`config.mk`:
```
export PLATFORM = sky130hd
export DESIGN_NAME = timer_count_clock_select
export DESIGN_NICKNAME = d
export VERILOG_FILES = /design/src/timer_clock_pkg.sv /design/src/pin_synchronizer.sv /design/src/prescaler_taps.sv /design/src/timer_count_clock_select.sv
export SDC_FILE = /design/constraint.sdc
export NUM_CORES = 1
export LEC_CHECK = 0
export BUFFER_PORTS_ARGS = -buffer_cell sky130_fd_sc_hd__clkbuf_2
export CORE_MARGIN = 2
export CORE_UTILIZATION = 60
export DETAILED_ROUTE_END_ITERATION = 7
export PLACE_DENSITY = 0.82
export SYNTH_ARGS = -nofsm -noshare
export SYNTH_HDL_FRONTEND = slang
export SYNTH_SLANG_ARGS = --single-unit
```
`constraint.sdc`:
```
create_clock -name pclk -period 13.1 [get_ports pclk]
set_input_delay 1.31 -clock pclk [delete_from_list [all_inputs] [get_ports pclk]]
set_output_delay 1.31 -clock pclk [all_outputs]
set_load 0.02 [all_outputs]
```
`src/timer_clock_pkg.sv`:
```
package timer_clock_pkg;

    localparam int NUM_CH = 6;
    localparam int NUM_EXT = 4;
    localparam int NUM_GR_PINS = 16;
    localparam int NUM_TAPS = 5;
    localparam int PRESCALE_WIDTH = 10;

    // register byte offsets
    localparam logic [11:0] CTRL_BASE = 12'h000;
    localparam logic [11:0] START_OFS = 12'h018;
    localparam logic [11:0] SYNC_OFS = 12'h01C;
    localparam logic [11:0] PHASE_OFS = 12'h020;
    localparam logic [11:0] PIN_DRV_OFS = 12'h024;
    localparam logic [11:0] PIN_VAL_OFS = 12'h028;
    localparam logic [11:0] PIN_IN_OFS = 12'h02C;
    localparam logic [11:0] CNT_BASE = 12'h040;

    // control register fields and reset
    localparam int CLR_MSB = 7;
    localparam int CLR_LSB = 5;
    localparam int EDGE_MSB = 4;
    localparam int EDGE_LSB = 3;
    localparam int SRC_MSB = 2;
    localparam int SRC_LSB = 0;
    localparam logic [7:0] CTRL_RESET = 8'h00;
    localparam logic [5:0] CH_RESET = 6'h00;
    localparam logic [15:0] PIN_RESET = 16'h0000;

    // clear source codes
    localparam logic [2:0] CLR_BY_A = 3'h1;
    localparam logic [2:0] CLR_BY_B = 3'h2;
    localparam logic [2:0] CLR_BY_C = 3'h5;
    localparam logic [2:0] CLR_BY_D = 3'h6;
    localparam logic [1:0] CLR_SYNC_LOW = 2'h3;

    // edge codes
    localparam logic [1:0] EDGE_FIRST = 2'h0;

    // channel capabilities
    localparam logic [5:0] PHASE_CAPABLE = 6'h36;
    localparam logic [5:0] FOUR_GR = 6'h09;
    localparam int GR_PIN_BASE [NUM_CH] = '{0, 4, 6, 8, 12, 14};
    localparam int PHASE_A_PIN [NUM_CH] = '{0, 0, 2, 0, 2, 0};
    localparam int CASCADE_FROM [NUM_CH] = '{0, 2, 0, 0, 5, 0};

    typedef enum logic [3:0] {
        SRC_DIV1, SRC_DIV4, SRC_DIV16, SRC_DIV64, SRC_DIV256, SRC_DIV1024,
        SRC_PIN_A, SRC_PIN_B, SRC_PIN_C, SRC_PIN_D, SRC_CASCADE
    } clock_src_type;

    typedef struct packed {
        logic psel;
        logic penable;
        logic pwrite;
        logic [11:0] paddr;
        logic [31:0] pwdata;
    } apb_req_type;

    typedef struct packed {
        logic [31:0] prdata;
        logic pready;
        logic pslverr;
    } apb_rsp_type;

    function automatic clock_src_type select_source(input int ch, input logic [2:0] code);
        clock_src_type s;
        case (code)
            3'h0: s = SRC_DIV1;
            3'h1: s = SRC_DIV4;
            3'h2: s = SRC_DIV16;
            3'h3: s = SRC_DIV64;
            3'h4: s = SRC_PIN_A;
            3'h5: s = SRC_PIN_B;
            3'h6: s = (ch % 3 == 1) ? SRC_DIV256 : SRC_PIN_C;
            3'h7: s = (ch % 3 == 0) ? SRC_PIN_D : ((ch % 3 == 1) ? SRC_CASCADE : SRC_DIV1024);
            default: s = SRC_DIV1;
        endcase
        return s;
    endfunction : select_source

endpackage : timer_clock_pkg

```
`src/pin_synchronizer.sv`:
```
`timescale 1ns/1ps
module pin_synchronizer import timer_clock_pkg::*; #(
    parameter int WIDTH = 4
) (
    input wire logic pclk,
    input wire logic presetn,
    input wire logic [WIDTH-1:0] pin,
    output logic [WIDTH-1:0] level,
    output logic [WIDTH-1:0] rise,
    output logic [WIDTH-1:0] fall
);
    typedef struct packed {
        logic [WIDTH-1:0] s1;
        logic [WIDTH-1:0] s2;
        logic [WIDTH-1:0] s3;
        logic [WIDTH-1:0] level;
        logic [WIDTH-1:0] rise;
        logic [WIDTH-1:0] fall;
    } sync_state_type;

    sync_state_type q;
    sync_state_type next_q;
    logic [WIDTH-1:0] change;

    if (WIDTH < 1) begin : g_check
        $error("pin_synchronizer needs at least one pin");
    end

    always_comb begin
        change = ~(q.s2 ^ q.s3) & (q.s3 ^ q.level);
        next_q = q;
        next_q.s1 = pin;
        next_q.s2 = q.s1;
        next_q.s3 = q.s2;
        next_q.level = q.level ^ change;
        next_q.rise = change & q.s3;
        next_q.fall = change & ~q.s3;
    end

    always_ff @(posedge pclk or negedge presetn) begin
        if (!presetn) begin
            q <= '0;
        end else begin
            q <= next_q;
        end
    end

    assign level = q.level;
    assign rise = q.rise;
    assign fall = q.fall;
endmodule : pin_synchronizer

```
`src/prescaler_taps.sv`:
```
`timescale 1ns/1ps
module prescaler_taps import timer_clock_pkg::*; (
    input wire logic pclk,
    input wire logic presetn,
    output logic [NUM_TAPS-1:0] tap_rise,
    output logic [NUM_TAPS-1:0] tap_fall
);
    typedef struct packed {
        logic [PRESCALE_WIDTH-1:0] cnt;
        logic [NUM_TAPS-1:0] tap_q;
        logic [NUM_TAPS-1:0] rise;
        logic [NUM_TAPS-1:0] fall;
    } pre_state_type;

    pre_state_type q;
    pre_state_type next_q;
    logic [NUM_TAPS-1:0] taps;

    // taps for /4, /16, /64, /256, /1024 square waves
    for (genvar t = 0; t < NUM_TAPS; t++) begin : g_tap
        assign taps[t] = q.cnt[2 * t + 1];
    end

    always_comb begin
        next_q = q;
        next_q.cnt = q.cnt + 1'b1;
        next_q.tap_q = taps;
        next_q.rise = taps & ~q.tap_q;
        next_q.fall = ~taps & q.tap_q;
    end

    always_ff @(posedge pclk or negedge presetn) begin
        if (!presetn) begin
            q <= '0;
        end else begin
            q <= next_q;
        end
    end

    assign tap_rise = q.rise;
    assign tap_fall = q.fall;
endmodule : prescaler_taps

```
`src/timer_count_clock_select.sv`:
```
// What this block does
// - six 8-bit read/write control registers, all bits reset to zero
// - bits 7..5 pick the event that clears the channel counter
// - bits 4..3 pick the count clock edge
// - both-edge setting counts rising and falling edges, doubling the rate
// - phase counting mode overrides the edge setting on capable channels
// - internal edge choice applies only to divide-by-four or slower clocks
// - edge choice ignored for undivided clock or another channel's overflow
// - bits 2..0 pick each channel's count clock independently
// - external inputs A and B feed all channels and phase on 1 and 5
// - external input C feeds channels 0, 2, 3 and 5, D only 0 and 3; C and D phase on 2 and 4
// - four shared input-only external clock pins A to D
// - each general register owns one two-way pin
// - channels 0 and 3 have four general registers, others two
// - one common start register and one common sync register
// - clear codes: 0/4 none, 1 A, 2 B, 5 C, 6 D, 3/7 synchronous
// - bit 7 reads zero and ignores writes on two-register channels
// - edge 00 internal falling/external rising, 01 reverse, 1x both
// - channel 0 codes 0,1 pick /1,/4; codes 4..7 pick pins A..D
`timescale 1ns/1ps
module timer_count_clock_select import timer_clock_pkg::*; #(
    parameter int COUNT_WIDTH = 16
) (
    input wire logic pclk,
    input wire logic presetn,
    input wire apb_req_type apb_req,
    output apb_rsp_type apb_rsp,
    input wire logic [NUM_EXT-1:0] ext_clock_in,
    input wire logic [NUM_CH-1:0][3:0] match_event,
    input wire logic [NUM_GR_PINS-1:0] gr_pin_in,
    output logic [NUM_GR_PINS-1:0] gr_pin_out,
    output logic [NUM_GR_PINS-1:0] gr_pin_oe_n,
    output logic [NUM_CH-1:0] count_pulse,
    output logic [NUM_CH-1:0] counter_clear
);
    typedef logic [COUNT_WIDTH-1:0] count_type;

    typedef struct packed {
        logic [NUM_CH-1:0][7:0] ctrl;
        logic [NUM_CH-1:0] start;
        logic [NUM_CH-1:0] sync_en;
        logic [NUM_CH-1:0] phase_en;
        logic [NUM_GR_PINS-1:0] pin_drv;
        logic [NUM_GR_PINS-1:0] pin_val;
        count_type [NUM_CH-1:0] cnt;
        logic [NUM_CH-1:0] ovf;
        logic [NUM_CH-1:0] pulse;
        logic [NUM_CH-1:0] clr;
        logic [31:0] prdata;
        logic pready;
        logic pslverr;
        logic [NUM_GR_PINS-1:0] pin_out;
        logic [NUM_GR_PINS-1:0] pin_oe_n;
    } state_type;

    state_type q;
    state_type next_q;

    logic [NUM_EXT-1:0] ext_level;
    logic [NUM_EXT-1:0] ext_rise;
    logic [NUM_EXT-1:0] ext_fall;
    logic [NUM_GR_PINS-1:0] gr_level;
    logic [NUM_TAPS-1:0] pre_rise;
    logic [NUM_TAPS-1:0] pre_fall;
    logic [NUM_CH-1:0] step_up;
    logic [NUM_CH-1:0] step_dn;
    logic [NUM_CH-1:0] own_clr;
    logic [NUM_CH-1:0] sync_sel;
    clock_src_type csrc [NUM_CH];

    logic setup;
    logic access;
    logic hit;
    logic [31:0] rd_data;
    logic [2:0] idx;

    if (COUNT_WIDTH < 2 || COUNT_WIDTH > 32) begin : g_check
        $error("COUNT_WIDTH must lie between 2 and 32");
    end

    // external clock pins, three-stage synchronised
    pin_synchronizer #(.WIDTH(NUM_EXT)) u_ext_sync (
        .pclk(pclk),
        .presetn(presetn),
        .pin(ext_clock_in),
        .level(ext_level),
        .rise(ext_rise),
        .fall(ext_fall)
    );

    // general register pin inputs
    pin_synchronizer #(.WIDTH(NUM_GR_PINS)) u_gr_sync (
        .pclk(pclk),
        .presetn(presetn),
        .pin(gr_pin_in),
        .level(gr_level),
        .rise(),
        .fall()
    );

    prescaler_taps u_prescaler (
        .pclk(pclk),
        .presetn(presetn),
        .tap_rise(pre_rise),
        .tap_fall(pre_fall)
    );

    for (genvar ch = 0; ch < NUM_CH; ch++) begin : g_ch
        logic ext_src;
        logic e_rise;
        logic e_fall;
        logic tick;
        logic phase_on;
        logic a_r;
        logic a_f;
        logic b_r;
        logic b_f;
        logic a_l;
        logic b_l;
        logic [1:0] edge_sel;
        logic [2:0] clr_sel;

        always_comb begin
            edge_sel = q.ctrl[ch][EDGE_MSB:EDGE_LSB];
            clr_sel = q.ctrl[ch][CLR_MSB:CLR_LSB];
            csrc[ch] = select_source(ch, q.ctrl[ch][SRC_MSB:SRC_LSB]);
            ext_src = 1'b0;
            e_rise = 1'b0;
            e_fall = 1'b0;
            tick = 1'b0;
            case (csrc[ch])
                SRC_DIV4: begin
                    e_rise = pre_rise[0];
                    e_fall = pre_fall[0];
                end
                SRC_DIV16: begin
                    e_rise = pre_rise[1];
                    e_fall = pre_fall[1];
                end
                SRC_DIV64: begin
                    e_rise = pre_rise[2];
                    e_fall = pre_fall[2];
                end
                SRC_DIV256: begin
                    e_rise = pre_rise[3];
                    e_fall = pre_fall[3];
                end
                SRC_DIV1024: begin
                    e_rise = pre_rise[4];
                    e_fall = pre_fall[4];
                end
                SRC_PIN_A, SRC_PIN_B, SRC_PIN_C, SRC_PIN_D: begin
                    ext_src = 1'b1;
                    e_rise = ext_rise[int'(csrc[ch]) - int'(SRC_PIN_A)];
                    e_fall = ext_fall[int'(csrc[ch]) - int'(SRC_PIN_A)];
                end
                default: begin
                end
            endcase
            // edge field decode for divided and pin clocks
            if (edge_sel[1]) begin
                tick = e_rise | e_fall;
            end else if (edge_sel == EDGE_FIRST) begin
                tick = ext_src ? e_rise : e_fall;
            end else begin
                tick = ext_src ? e_fall : e_rise;
            end
            // undivided clock and cascade ignore the edge field
            if (csrc[ch] == SRC_DIV1) begin
                tick = 1'b1;
            end else if (csrc[ch] == SRC_CASCADE) begin
                tick = q.ovf[CASCADE_FROM[ch]];
            end
            // quadrature decode from the paired pins
            a_r = ext_rise[PHASE_A_PIN[ch]];
            a_f = ext_fall[PHASE_A_PIN[ch]];
            b_r = ext_rise[PHASE_A_PIN[ch] + 1];
            b_f = ext_fall[PHASE_A_PIN[ch] + 1];
            a_l = ext_level[PHASE_A_PIN[ch]];
            b_l = ext_level[PHASE_A_PIN[ch] + 1];
            phase_on = PHASE_CAPABLE[ch] & q.phase_en[ch];
            if (phase_on) begin
                step_up[ch] = (a_r & ~b_l) | (a_f & b_l) | (b_r & a_l) | (b_f & ~a_l);
                step_dn[ch] = (a_r & b_l) | (a_f & ~b_l) | (b_r & ~a_l) | (b_f & a_l);
            end else begin
                step_up[ch] = tick;
                step_dn[ch] = 1'b0;
            end
            // clear source decode
            case (clr_sel)
                CLR_BY_A: own_clr[ch] = match_event[ch][0];
                CLR_BY_B: own_clr[ch] = match_event[ch][1];
                CLR_BY_C: own_clr[ch] = match_event[ch][2];
                CLR_BY_D: own_clr[ch] = match_event[ch][3];
                default: own_clr[ch] = 1'b0;
            endcase
            sync_sel[ch] = (clr_sel[1:0] == CLR_SYNC_LOW);
        end
    end

    // register decode
    always_comb begin
        idx = apb_req.paddr[4:2];
        hit = 1'b1;
        rd_data = 32'h0000_0000;
        if (apb_req.paddr[11:5] == CTRL_BASE[11:5] && idx < 3'(NUM_CH)) begin
            rd_data = {24'h00_0000, q.ctrl[idx]};
        end else if (apb_req.paddr[11:5] == CNT_BASE[11:5] && idx < 3'(NUM_CH)) begin
            rd_data = 32'(q.cnt[idx]);
        end else begin
            case (apb_req.paddr)
                START_OFS: rd_data = {26'h000_0000, q.start};
                SYNC_OFS: rd_data = {26'h000_0000, q.sync_en};
                PHASE_OFS: rd_data = {26'h000_0000, q.phase_en};
                PIN_DRV_OFS: rd_data = {16'h0000, q.pin_drv};
                PIN_VAL_OFS: rd_data = {16'h0000, q.pin_val};
                PIN_IN_OFS: rd_data = {16'h0000, gr_level};
                default: hit = 1'b0;
            endcase
        end
    end

    always_comb begin
        setup = apb_req.psel & ~apb_req.penable;
        access = apb_req.psel & apb_req.penable & q.pready;
        next_q = q;
        // counters, clears and synchronous clearing
        for (int ch = 0; ch < NUM_CH; ch++) begin
            next_q.clr[ch] = q.start[ch] & (own_clr[ch] | (sync_sel[ch] & q.sync_en[ch]
                & |(own_clr & q.sync_en & q.start & ~(6'h01 << ch))));
            next_q.pulse[ch] = 1'b0;
            next_q.ovf[ch] = 1'b0;
            if (next_q.clr[ch]) begin
                next_q.cnt[ch] = '0;
            end else if (q.start[ch] & step_up[ch]) begin
                next_q.cnt[ch] = q.cnt[ch] + 1'b1;
                next_q.pulse[ch] = 1'b1;
                next_q.ovf[ch] = &q.cnt[ch];
            end else if (q.start[ch] & step_dn[ch]) begin
                next_q.cnt[ch] = q.cnt[ch] - 1'b1;
                next_q.pulse[ch] = 1'b1;
                next_q.ovf[ch] = ~|q.cnt[ch];
            end
        end
        // bus answer, zero wait states
        next_q.pready = setup;
        next_q.pslverr = setup & ~hit;
        next_q.prdata = setup ? rd_data : 32'h0000_0000;
        if (access & apb_req.pwrite & hit) begin
            if (apb_req.paddr[11:5] == CTRL_BASE[11:5] && idx < 3'(NUM_CH)) begin
                next_q.ctrl[idx] = apb_req.pwdata[7:0];
                if (!FOUR_GR[idx]) begin
                    next_q.ctrl[idx][CLR_MSB] = 1'b0;
                end
            end else begin
                case (apb_req.paddr)
                    START_OFS: next_q.start = apb_req.pwdata[5:0];
                    SYNC_OFS: next_q.sync_en = apb_req.pwdata[5:0];
                    PHASE_OFS: next_q.phase_en = apb_req.pwdata[5:0] & PHASE_CAPABLE;
                    PIN_DRV_OFS: next_q.pin_drv = apb_req.pwdata[15:0];
                    PIN_VAL_OFS: next_q.pin_val = apb_req.pwdata[15:0];
                    default: begin
                    end
                endcase
            end
        end
        next_q.pin_out = q.pin_val;
        next_q.pin_oe_n = ~q.pin_drv;
    end

    always_ff @(posedge pclk or negedge presetn) begin
        if (!presetn) begin
            q <= '0;
            q.pin_oe_n <= ~PIN_RESET;
            q.ctrl <= {NUM_CH{CTRL_RESET}};
        end else begin
            q <= next_q;
        end
    end

    assign apb_rsp = '{prdata: q.prdata, pready: q.pready, pslverr: q.pslverr};
    assign gr_pin_out = q.pin_out;
    assign gr_pin_oe_n = q.pin_oe_n;
    assign count_pulse = q.pulse;
    assign counter_clear = q.clr;

    property p_reserved_bit;
        @(posedge pclk) disable iff (!presetn)
        !q.ctrl[1][7] && !q.ctrl[2][7] && !q.ctrl[4][7] && !q.ctrl[5][7];
    endproperty
    a_reserved_bit: assert property (p_reserved_bit) else $error("reserved bit set");

    property p_ctrl_write;
        @(posedge pclk) disable iff (!presetn)
        access && apb_req.pwrite && apb_req.paddr == CTRL_BASE
        |=> q.ctrl[0] == $past(apb_req.pwdata[7:0]);
    endproperty
    a_ctrl_write: assert property (p_ctrl_write) else $error("control write lost");

    property p_div1;
        @(posedge pclk) disable iff (!presetn)
        q.start[0] && q.ctrl[0][7:0] == 8'h18 |=> count_pulse[0];
    endproperty
    a_div1: assert property (p_div1) else $error("undivided clock missed");

    property p_clear_a;
        @(posedge pclk) disable iff (!presetn)
        q.start[0] && q.ctrl[0][7:5] == CLR_BY_A && match_event[0][0]
        |=> counter_clear[0] && q.cnt[0] == '0;
    endproperty
    a_clear_a: assert property (p_clear_a) else $error("clear on A missed");

    property p_both_edges;
        @(posedge pclk) disable iff (!presetn)
        q.start[0] && q.ctrl[0] == 8'h11 && (pre_rise[0] || pre_fall[0]) |=> count_pulse[0];
    endproperty
    a_both_edges: assert property (p_both_edges) else $error("both-edge count missed");

    property p_fall_only;
        @(posedge pclk) disable iff (!presetn)
        q.start[0] && q.ctrl[0] == 8'h01 && pre_rise[0] |=> !count_pulse[0];
    endproperty
    a_fall_only: assert property (p_fall_only) else $error("counted wrong edge");

    property p_phase_priority;
        @(posedge pclk) disable iff (!presetn)
        q.phase_en[1] && ext_rise == '0 && ext_fall == '0 |=> !count_pulse[1];
    endproperty
    a_phase_priority: assert property (p_phase_priority) else $error("phase mode counted");

    property p_ext_pin_a;
        @(posedge pclk) disable iff (!presetn)
        q.start[0] && q.ctrl[0] == 8'h04 && ext_rise[0] |=> count_pulse[0] ##1 !count_pulse[0];
    endproperty
    a_ext_pin_a: assert property (p_ext_pin_a) else $error("pin A edge missed");

    property p_sync_clear;
        @(posedge pclk) disable iff (!presetn)
        &q.start[1:0] && &q.sync_en[1:0] && q.ctrl[1][6:5] == CLR_SYNC_LOW && own_clr[0]
        |=> counter_clear[1] && counter_clear[0];
    endproperty
    a_sync_clear: assert property (p_sync_clear) else $error("synchronous clear missed");

    property p_pin_enable;
        @(posedge pclk) disable iff (!presetn)
        ##1 gr_pin_oe_n == ~$past(q.pin_drv);
    endproperty
    a_pin_enable: assert property (p_pin_enable) else $error("pin enable mismatch");

endmodule : timer_count_clock_select

```
==> flow_summary_export.csv, run 1 <==
group,metric,value,unit
run_status,status,"finished clean",
floorplan,die_h,187,um
power,p_comb_share,3.5,%
synth,ys_ff_latch,370,
floorplan,core_area,0.0327,mm^2
place,gp_congestion,0.963,
route,drtIter0Drc,1437,
synth,avgSynthCellArea,10.8,um^2
synth,synth_edf_count,0,
place,pre_cts_ws,8.02,ns
power,power.switching,0.000562,W
setup_path,cp.arrival,5.69,ns
floorplan,chipWidth,187,um
sta,final_hold_viol_count,0,
route,viasPerCell,6.32,
setup_path,critPathTopFamily,"compound AO/OA/AOI/OAI gates",
place,dp_hpwl,36300,um
clocking,htreeDepth,2,
power,p_sw_share,21.8,%
setup_path,critPathMaxFanout,17,
floorplan,io_pins,171,
power,ir_worst_vdd,0.0957,mV
route,num_vias,15100,
sta,min_period,5.25,ns
sta,drv_slew,0,
sta,tightest_slew,1.31,ns
power,p_total,0.00257,W
setup_path,crit_type,"reg -> reg",
synth,synth.cell_area,0.0201,mm^2
synth,yosysTopAreaCell,"dfrtp_1",
route,drt_first_pass_iters,6,
cells_and_area,fin_nets,2084,
sta,rsz0062_at_grt,"no",
setup_path,path_cells,"mux4_2, a21oi_1, nor3_1, o41ai_2, nor2_1, inv_1, ha_1, o21ai_0, o21a_1, o41ai_1, nand4_1, a31oi_1, a31oi_1, mux2i_1, mux2_2",
synth,synth_area_leaders,"dfrtp_1 44%, ha_1 4.9%, mux2i_1 4.4%, mux2_2 3.9%, mux4_2 3.8%",
route,wl_per_cell,21.6,um
clocking,cts_sinks,370,
cells_and_area,final_area,0.0221,mm^2
route,ant_nets,0,
synth,yosysMostFrequentCell,"dfrtp_1",
synth,synth_common_cells,"354 x dfrtp_1, 164 x nor2_1, 112 x nand2_1",
global_routing,antenna_found_initial,4,
cells_and_area,area_delta_synth_final,10.2,%
sta,slew_headroom,12.8,%
clocking,clk_latency,0.55,ns
place,place_inst,2309,
synth,syn_inst,1854,
run,cap_violations,0,
sta,fmax,190,MHz
sta,fin_ws,7.85,ns
setup_path,cp_common_cell,"a31oi_1",
hold_path,hold_path_class,"reg -> reg",
setup_path,critPathSlowestCell,"o41ai_2",
floorplan,dieArea,0.0349,mm^2
power,p_per_area,116,mW/mm^2
sta,finalSetupViolCount,0,
floorplan,rows,66,
synth,synth_warnings,0,
clocking,cts_tree,"built",
synth,ys.flop_type,"dfrtp_1",
global_routing,overflow,0,
global_routing,grt_use_total,29.6,%
synth,synth_top_area_share,44.1,%
route,drt_drc_violations_left,0,
global_routing,grt_pass1_wl,82000,um
global_routing,grt_pass1_vias,15100,
place,place_area,0.0206,mm^2
sta,fin_setup_tns,0,ns
route,wl,51600,um
setup_path,cp-start-kind,"flip-flop",
synth,synthArstFlopShare,100,%
sta,period_share,40.1,%
cells_and_area,stdcell_count,2388,
clocking,postCtsSetupBuffers,0,
power,p_leak,9.67,nW
clocking,clock_path_buffers,3,
power,p_seq_share,45.7,%
setup_path,required,13.54,ns
global_routing,grt_max_degree,83,
place,port_buffers,138,
clocking,cts_made_buffers,40,
synth,seq_area_frac_synth,46.2,%
sta,clock_skew,0.0250,ns
clocking,cts_resized,0,
synth,yosys.cell_types.count,97,
clocking,cts_hold_buf,0,
cells_and_area,drive_gt1_share,19.5,%
setup_path,end_kind,"flip-flop",
clocking,root_buffer,"clkbuf_16",
floorplan,start_util,61.4,%
setup_path,max_stage_delay,0.67,ns
clocking,path_clk_slew,0.06,ns
power,internal_power,0.00201,W
setup_path,worst-path-buf-inv,1,
power,clkPwrFrac,50.8,%
## cell type report
type | instances | area (um^2)
antenna | 5 | 12.5
clock buffer | 52 | 1150
clock inverter | 22 | 385
fill | 2371 | 10600
inverter | 71 | 267
multi-input combinational | 1275 | 9670
sequential | 370 | 9280
tap | 442 | 553
timing repair buffer | 151 | 801
## metrics by stage
stage                     hold WS (ns)  utilization (%)
after floorplan                  0.331                -
after global placement           0.334             62.9
after detailed placement         0.336             62.9
after CTS                        0.344             67.6
after global routing             0.353             67.6
final                            0.344             67.6
## cell families after synthesis
logic type / Yosys count / share of synthesized area [%]
other: 1 / 0.0187
AOI/OAI and AO/OA: 356 / 12.1
and+or+nand+nor: 508 / 12.6
xor gates and xnor gates: 90 / 3.93
adders and majority gates: 101 / 6.21
buffers and inverters: 224 / 5.92
muxes: 204 / 13.0
DFF: 370 / 46.2
## flip-flops by register name, indices dropped and copies added (netlist names), 5 cells and up, named ones only
signal,flops
gr_pin_oe_n,16
gr_pin_out,16
u_prescaler.next_q,5
counter_clear,6
g_ch.clr_sel,18
u_prescaler.tap_rise,5
q,145
g_ch.edge_sel,12
u_prescaler.tap_fall,5
u_gr_sync.q,16
count_pulse,6
u_gr_sync.next_q,32
u_prescaler.q,10
apb_rsp,18
next_q,16
u_ext_sync.next_q,8
## cell usage in the layout, fill, tap and decap left out, drive strengths merged, types with 15 or more instances in the layout
cell type | Yosys | routed
dfrtp | 354 | 354
clkbuf | 45 | 188
nor2 | 167 | 167
nand2 | 113 | 113
a21oi | 94 | 94
mux2i | 89 | 89
mux2 | 81 | 81
ha | 78 | 78
inv | 70 | 74
o21ai | 66 | 66
xnor2 | 65 | 65
nand3 | 38 | 38
mux4 | 34 | 34
nor3 | 28 | 28
a22oi | 26 | 26
xor2 | 25 | 25
nand4 | 25 | 25
nand2b | 24 | 24
nor2b | 22 | 22
a211oi | 20 | 20
and2 | 19 | 19
maj3 | 19 | 19
a21o | 17 | 17
conb | 1 | 16
dfstp | 16 | 16
and3 | 15 | 15
a31oi | 15 | 15
buf | 108 | 15
## final timing paths
check | slack [ns] | start | cells after the start | to
max in group asynchronous | 10.08 | presetn | 3 | u_prescaler.next_q[11]$_DFF_PN0_
worst min register to register | 0.34 | u_gr_sync.next_q[77]$_DFF_PN0_ | 0 | u_gr_sync.next_q[61]$_DFF_PN0_
min in group asynchronous | 0.73 | presetn | 1 | counter_clear[1]$_DFF_PN0_
worst max-delay path | 7.85 | q[246]$_DFFE_PN0P_ | 15 | q[131]$_DFFE_PN0P_
worst min-delay path | 0.34 | u_gr_sync.next_q[77]$_DFF_PN0_ | 0 | u_gr_sync.next_q[61]$_DFF_PN0_
worst max register to register | 7.85 | q[246]$_DFFE_PN0P_ | 15 | q[131]$_DFFE_PN0P_
## power by group through the flow
stage | clock [W] | sequential [W] | combinational [W]
CTS | 0.00132 | 0.00117 | 0.0000912
detailed placement | 0 | 0.00120 | 0.0000906
finish | 0.00130 | 0.00118 | 0.0000908
global route | 0.00137 | 0.00118 | 0.000100
global placement | 0 | 0.00119 | 0.0000885
floorplan | 0 | 0.00119 | 0.0000450
## per-layer routing
metal  vias to the layer above  part of all wire (%)  GRT usage [%]
met3                       213                   7.9           5.67
met4                         0                   6.3           17.9
met1                      7454                    39           37.7
met5                         -                     0              0
met2                       698                    47           47.2
li1                       6722                     -              -
## worst register-to-register path, delay by kind of cell (launching register included)
family / cells / cell delay (ns)
AO/OA/AOI/OAI: 7 / 2.12
multiplexers: 3 / 1.17
flip-flops: 1 / 0.59
buffers and inverters: 1 / 0.49
AND/OR/NAND/NOR: 3 / 0.45
adder cells (fa/ha/maj): 1 / 0.32
No activity file was read; power rests on OpenSTA's default activity.
==> run 2, diff against run 1 <==
--- a/config.mk
+++ b/config.mk
@@ -7,9 +7,9 @@
 export LEC_CHECK = 0
 export BUFFER_PORTS_ARGS = -buffer_cell sky130_fd_sc_hd__clkbuf_2
 export CORE_MARGIN = 2
-export CORE_UTILIZATION = 60
+export CORE_UTILIZATION = 55
 export DETAILED_ROUTE_END_ITERATION = 7
-export PLACE_DENSITY = 0.82
+export PLACE_DENSITY = 0.79
 export SYNTH_ARGS = -nofsm -noshare
 export SYNTH_HDL_FRONTEND = slang
 export SYNTH_SLANG_ARGS = --single-unit
==> constraint.sdc (replaced) <==
create_clock -name pclk -period 4.7 [get_ports pclk]
set_input_delay 0.47 -clock pclk [delete_from_list [all_inputs] [get_ports pclk]]
set_output_delay 0.47 -clock pclk [all_outputs]
set_load 0.02 [all_outputs]
==> flow_summary_export.csv, run 2 (synthesis gave the netlist of run 1 again) <==
group,metric,value,unit
global_routing,grt_pass1_wl,83600,um
global_routing,grt_max_degree,119,
setup_path,crit_type,"reg -> reg",
setup_path,r2r_cells,17,
route,viasPerCell,6.20,
hold_path,hold_path_class,"in -> reg",
route,drt_first_pass_iters,5,
clocking,path_clk_slew,0.06,ns
setup_path,ff2ff_setup_slack,0.28,ns
sta,slew_headroom,23.1,%
sta,min_period,4.42,ns
cells_and_area,top_register,"q",
cells_and_area,largest_reg_flops,145,
setup_path,end_kind,"flip-flop",
clocking,htreeDepth,2,
power,p_leak,9.72,nW
clocking,clk_latency,0.57,ns
route,num_vias,15100,
hold_path,worstHoldStart,"gr_pin_in[11]",
sta,period_share,94.0,%
place,port_buffers,138,
global_routing,grt_use_total,28.0,%
sta,fin_setup_tns,0,ns
route,drt_drc_violations_left,0,
power,p_per_area,304,mW/mm^2
sta,clock_skew,0.0148,ns
sta,final_hold_viol_count,0,
clocking,root_buffer,"clkbuf_16",
power,ir_worst_vdd,0.279,mV
setup_path,reg2reg_from,"q[246]$_DFFE_PN0P_",
cells_and_area,nFillCells,2783,
clocking,cts_sinks,370,
route,drtIter0Drc,1373,
floorplan,dieArea,0.0380,mm^2
cells_and_area,seq_area,0.00928,mm^2
place,gp_congestion,0.942,
floorplan,chipWidth,195,um
route,wl_per_cell,21.5,um
clocking,cts_made_buffers,41,
sta,drv_slew,0,
setup_path,cp.arrival,4.86,ns
floorplan,core_area,0.0357,mm^2
run_status,status,"finished clean",
route,ant_nets,0,
sta,finalSetupViolCount,0,
global_routing,antenna_found_initial,1,
cells_and_area,fin_nets,2120,
cells_and_area,mostFrequentLayoutCell,"dfrtp_1",
hold_path,whs_endpoint,"u_gr_sync.next_q[75]$_DFF_PN0_",
hold_path,hold_depth,1,
clocking,clock_path_buffers,3,
clocking,postCtsSetupBuffers,0,
floorplan,die_h,195,um
global_routing,grt_pass1_vias,15200,
sta,fmax,226,MHz
cells_and_area,multi_input_area,0.00969,mm^2
setup_path,critPathMaxFanout,10,
clocking,cts_tree,"built",
global_routing,overflow,0,
setup_path,required,5.14,ns
place,dp_hpwl,37800,um
floorplan,start_util,56.1,%
cells_and_area,finish.utilization,62.3,%
cells_and_area,final_cell_mix,"352 x dfrtp_1, 164 x nor2_1, 136 x clkbuf_2, 112 x nand2_1, 93 x a21oi_1",
floorplan,io_pins,171,
run,cap_violations,0,
cells_and_area,area_delta_synth_final,11.0,%
cells_and_area,drive_gt1_share,20.0,%
setup_path,r2r_end,"q[131]$_DFFE_PN0P_",
route,wl,52500,um
floorplan,rows,69,
sta,tightest_slew,1.15,ns
setup_path,cp-start-kind,"flip-flop",
-- run 2: layout make-up --
| class | count | area share, % |
|---|---|---|
| flip-flops and latches | 370 | 41.7 |
| diodes | 1 | 0.0112 |
| multi-input cells | 1275 | 43.5 |
| well taps | 461 | 2.59 |
| inverters | 71 | 1.20 |
| clock inverters | 13 | 0.742 |
| repair buffers | 186 | 5.01 |
| clock buffers | 61 | 5.26 |
-- run 2: per-stage QoR --
step	hold slack, ns	std cells	power (W)	instance area (um^2)	setup slack [ns]
floorplan	0.174	1869	0.00344	20100	0.376
global placement	0.333	2352	0.00358	20800	0.190
detailed placement	0.335	2352	0.00359	20800	0.0425
CTS	0.000180	2436	0.00681	22200	0.00306
global route	0.00107	2437	0.00699	22300	-0.0194
finish	0.0169	2438	0.00676	22300	0.282
-- run 2: repair_timing --
item	in CTS	in global routing
endpoints found under the hold margin	88	1
endpoints found under the setup margin	0	4
gates resized for setup	0	5
hold buffers	10	1
-- run 2: power by group --
group          internal [W]  leakage [nW]  switching (W)  total (W)
Clock               0.00190         0.639        0.00132    0.00322
Sequential          0.00324          4.29      0.0000374    0.00327
Combinational     0.0000916          4.80       0.000178   0.000269
-- run 2: critical path, cell delays in order (launching register included) --
cell      delay (ns)
dfrtp_2         0.48
buf_4           0.18
or4bb_1         0.49
o211ai_1        0.13
mux2i_1         0.11
a21oi_1         0.24
o41ai_4         0.16
nor2_1          0.16
inv_1           0.17
buf_4           0.23
ha_1            0.34
inv_1           0.10
o41ai_2         0.40
nand4_1         0.17
a31oi_1         0.22
a31oi_1         0.16
mux2i_1         0.19
mux2_2          0.36
-- run 2: per-layer routing --
metal / GRT usage [%] / vias to the layer above / wire length (um)
li1: - / 6796 / -
met4: 17.4 / 0 / 3650
met1: 35.5 / 7470 / 20500
met3: 5.23 / 212 / 3580
met5: 0 / - / 0
met2: 44.6 / 633 / 24700
-- run 2: worst max-delay path by stage --
stage	slack (ns)	end	cells after the start	start
6_report	0.28	q[131]$_DFFE_PN0P_	17	q[246]$_DFFE_PN0P_
5_1_grt	-0.02	q[131]$_DFFE_PN0P_	16	q[248]$_DFFE_PN0P_
4_1_cts	0.003	q[131]$_DFFE_PN0P_	15	q[246]$_DFFE_PN0P_
3_5_place_dp	0.04	q[131]$_DFFE_PN0P_	15	q[246]$_DFFE_PN0P_
3_3_place_gp	0.19	q[131]$_DFFE_PN0P_	15	q[246]$_DFFE_PN0P_
2_1_floorplan	0.38	q[162]$_DFFE_PN0P_	14	q[263]$_DFFE_PN0P_
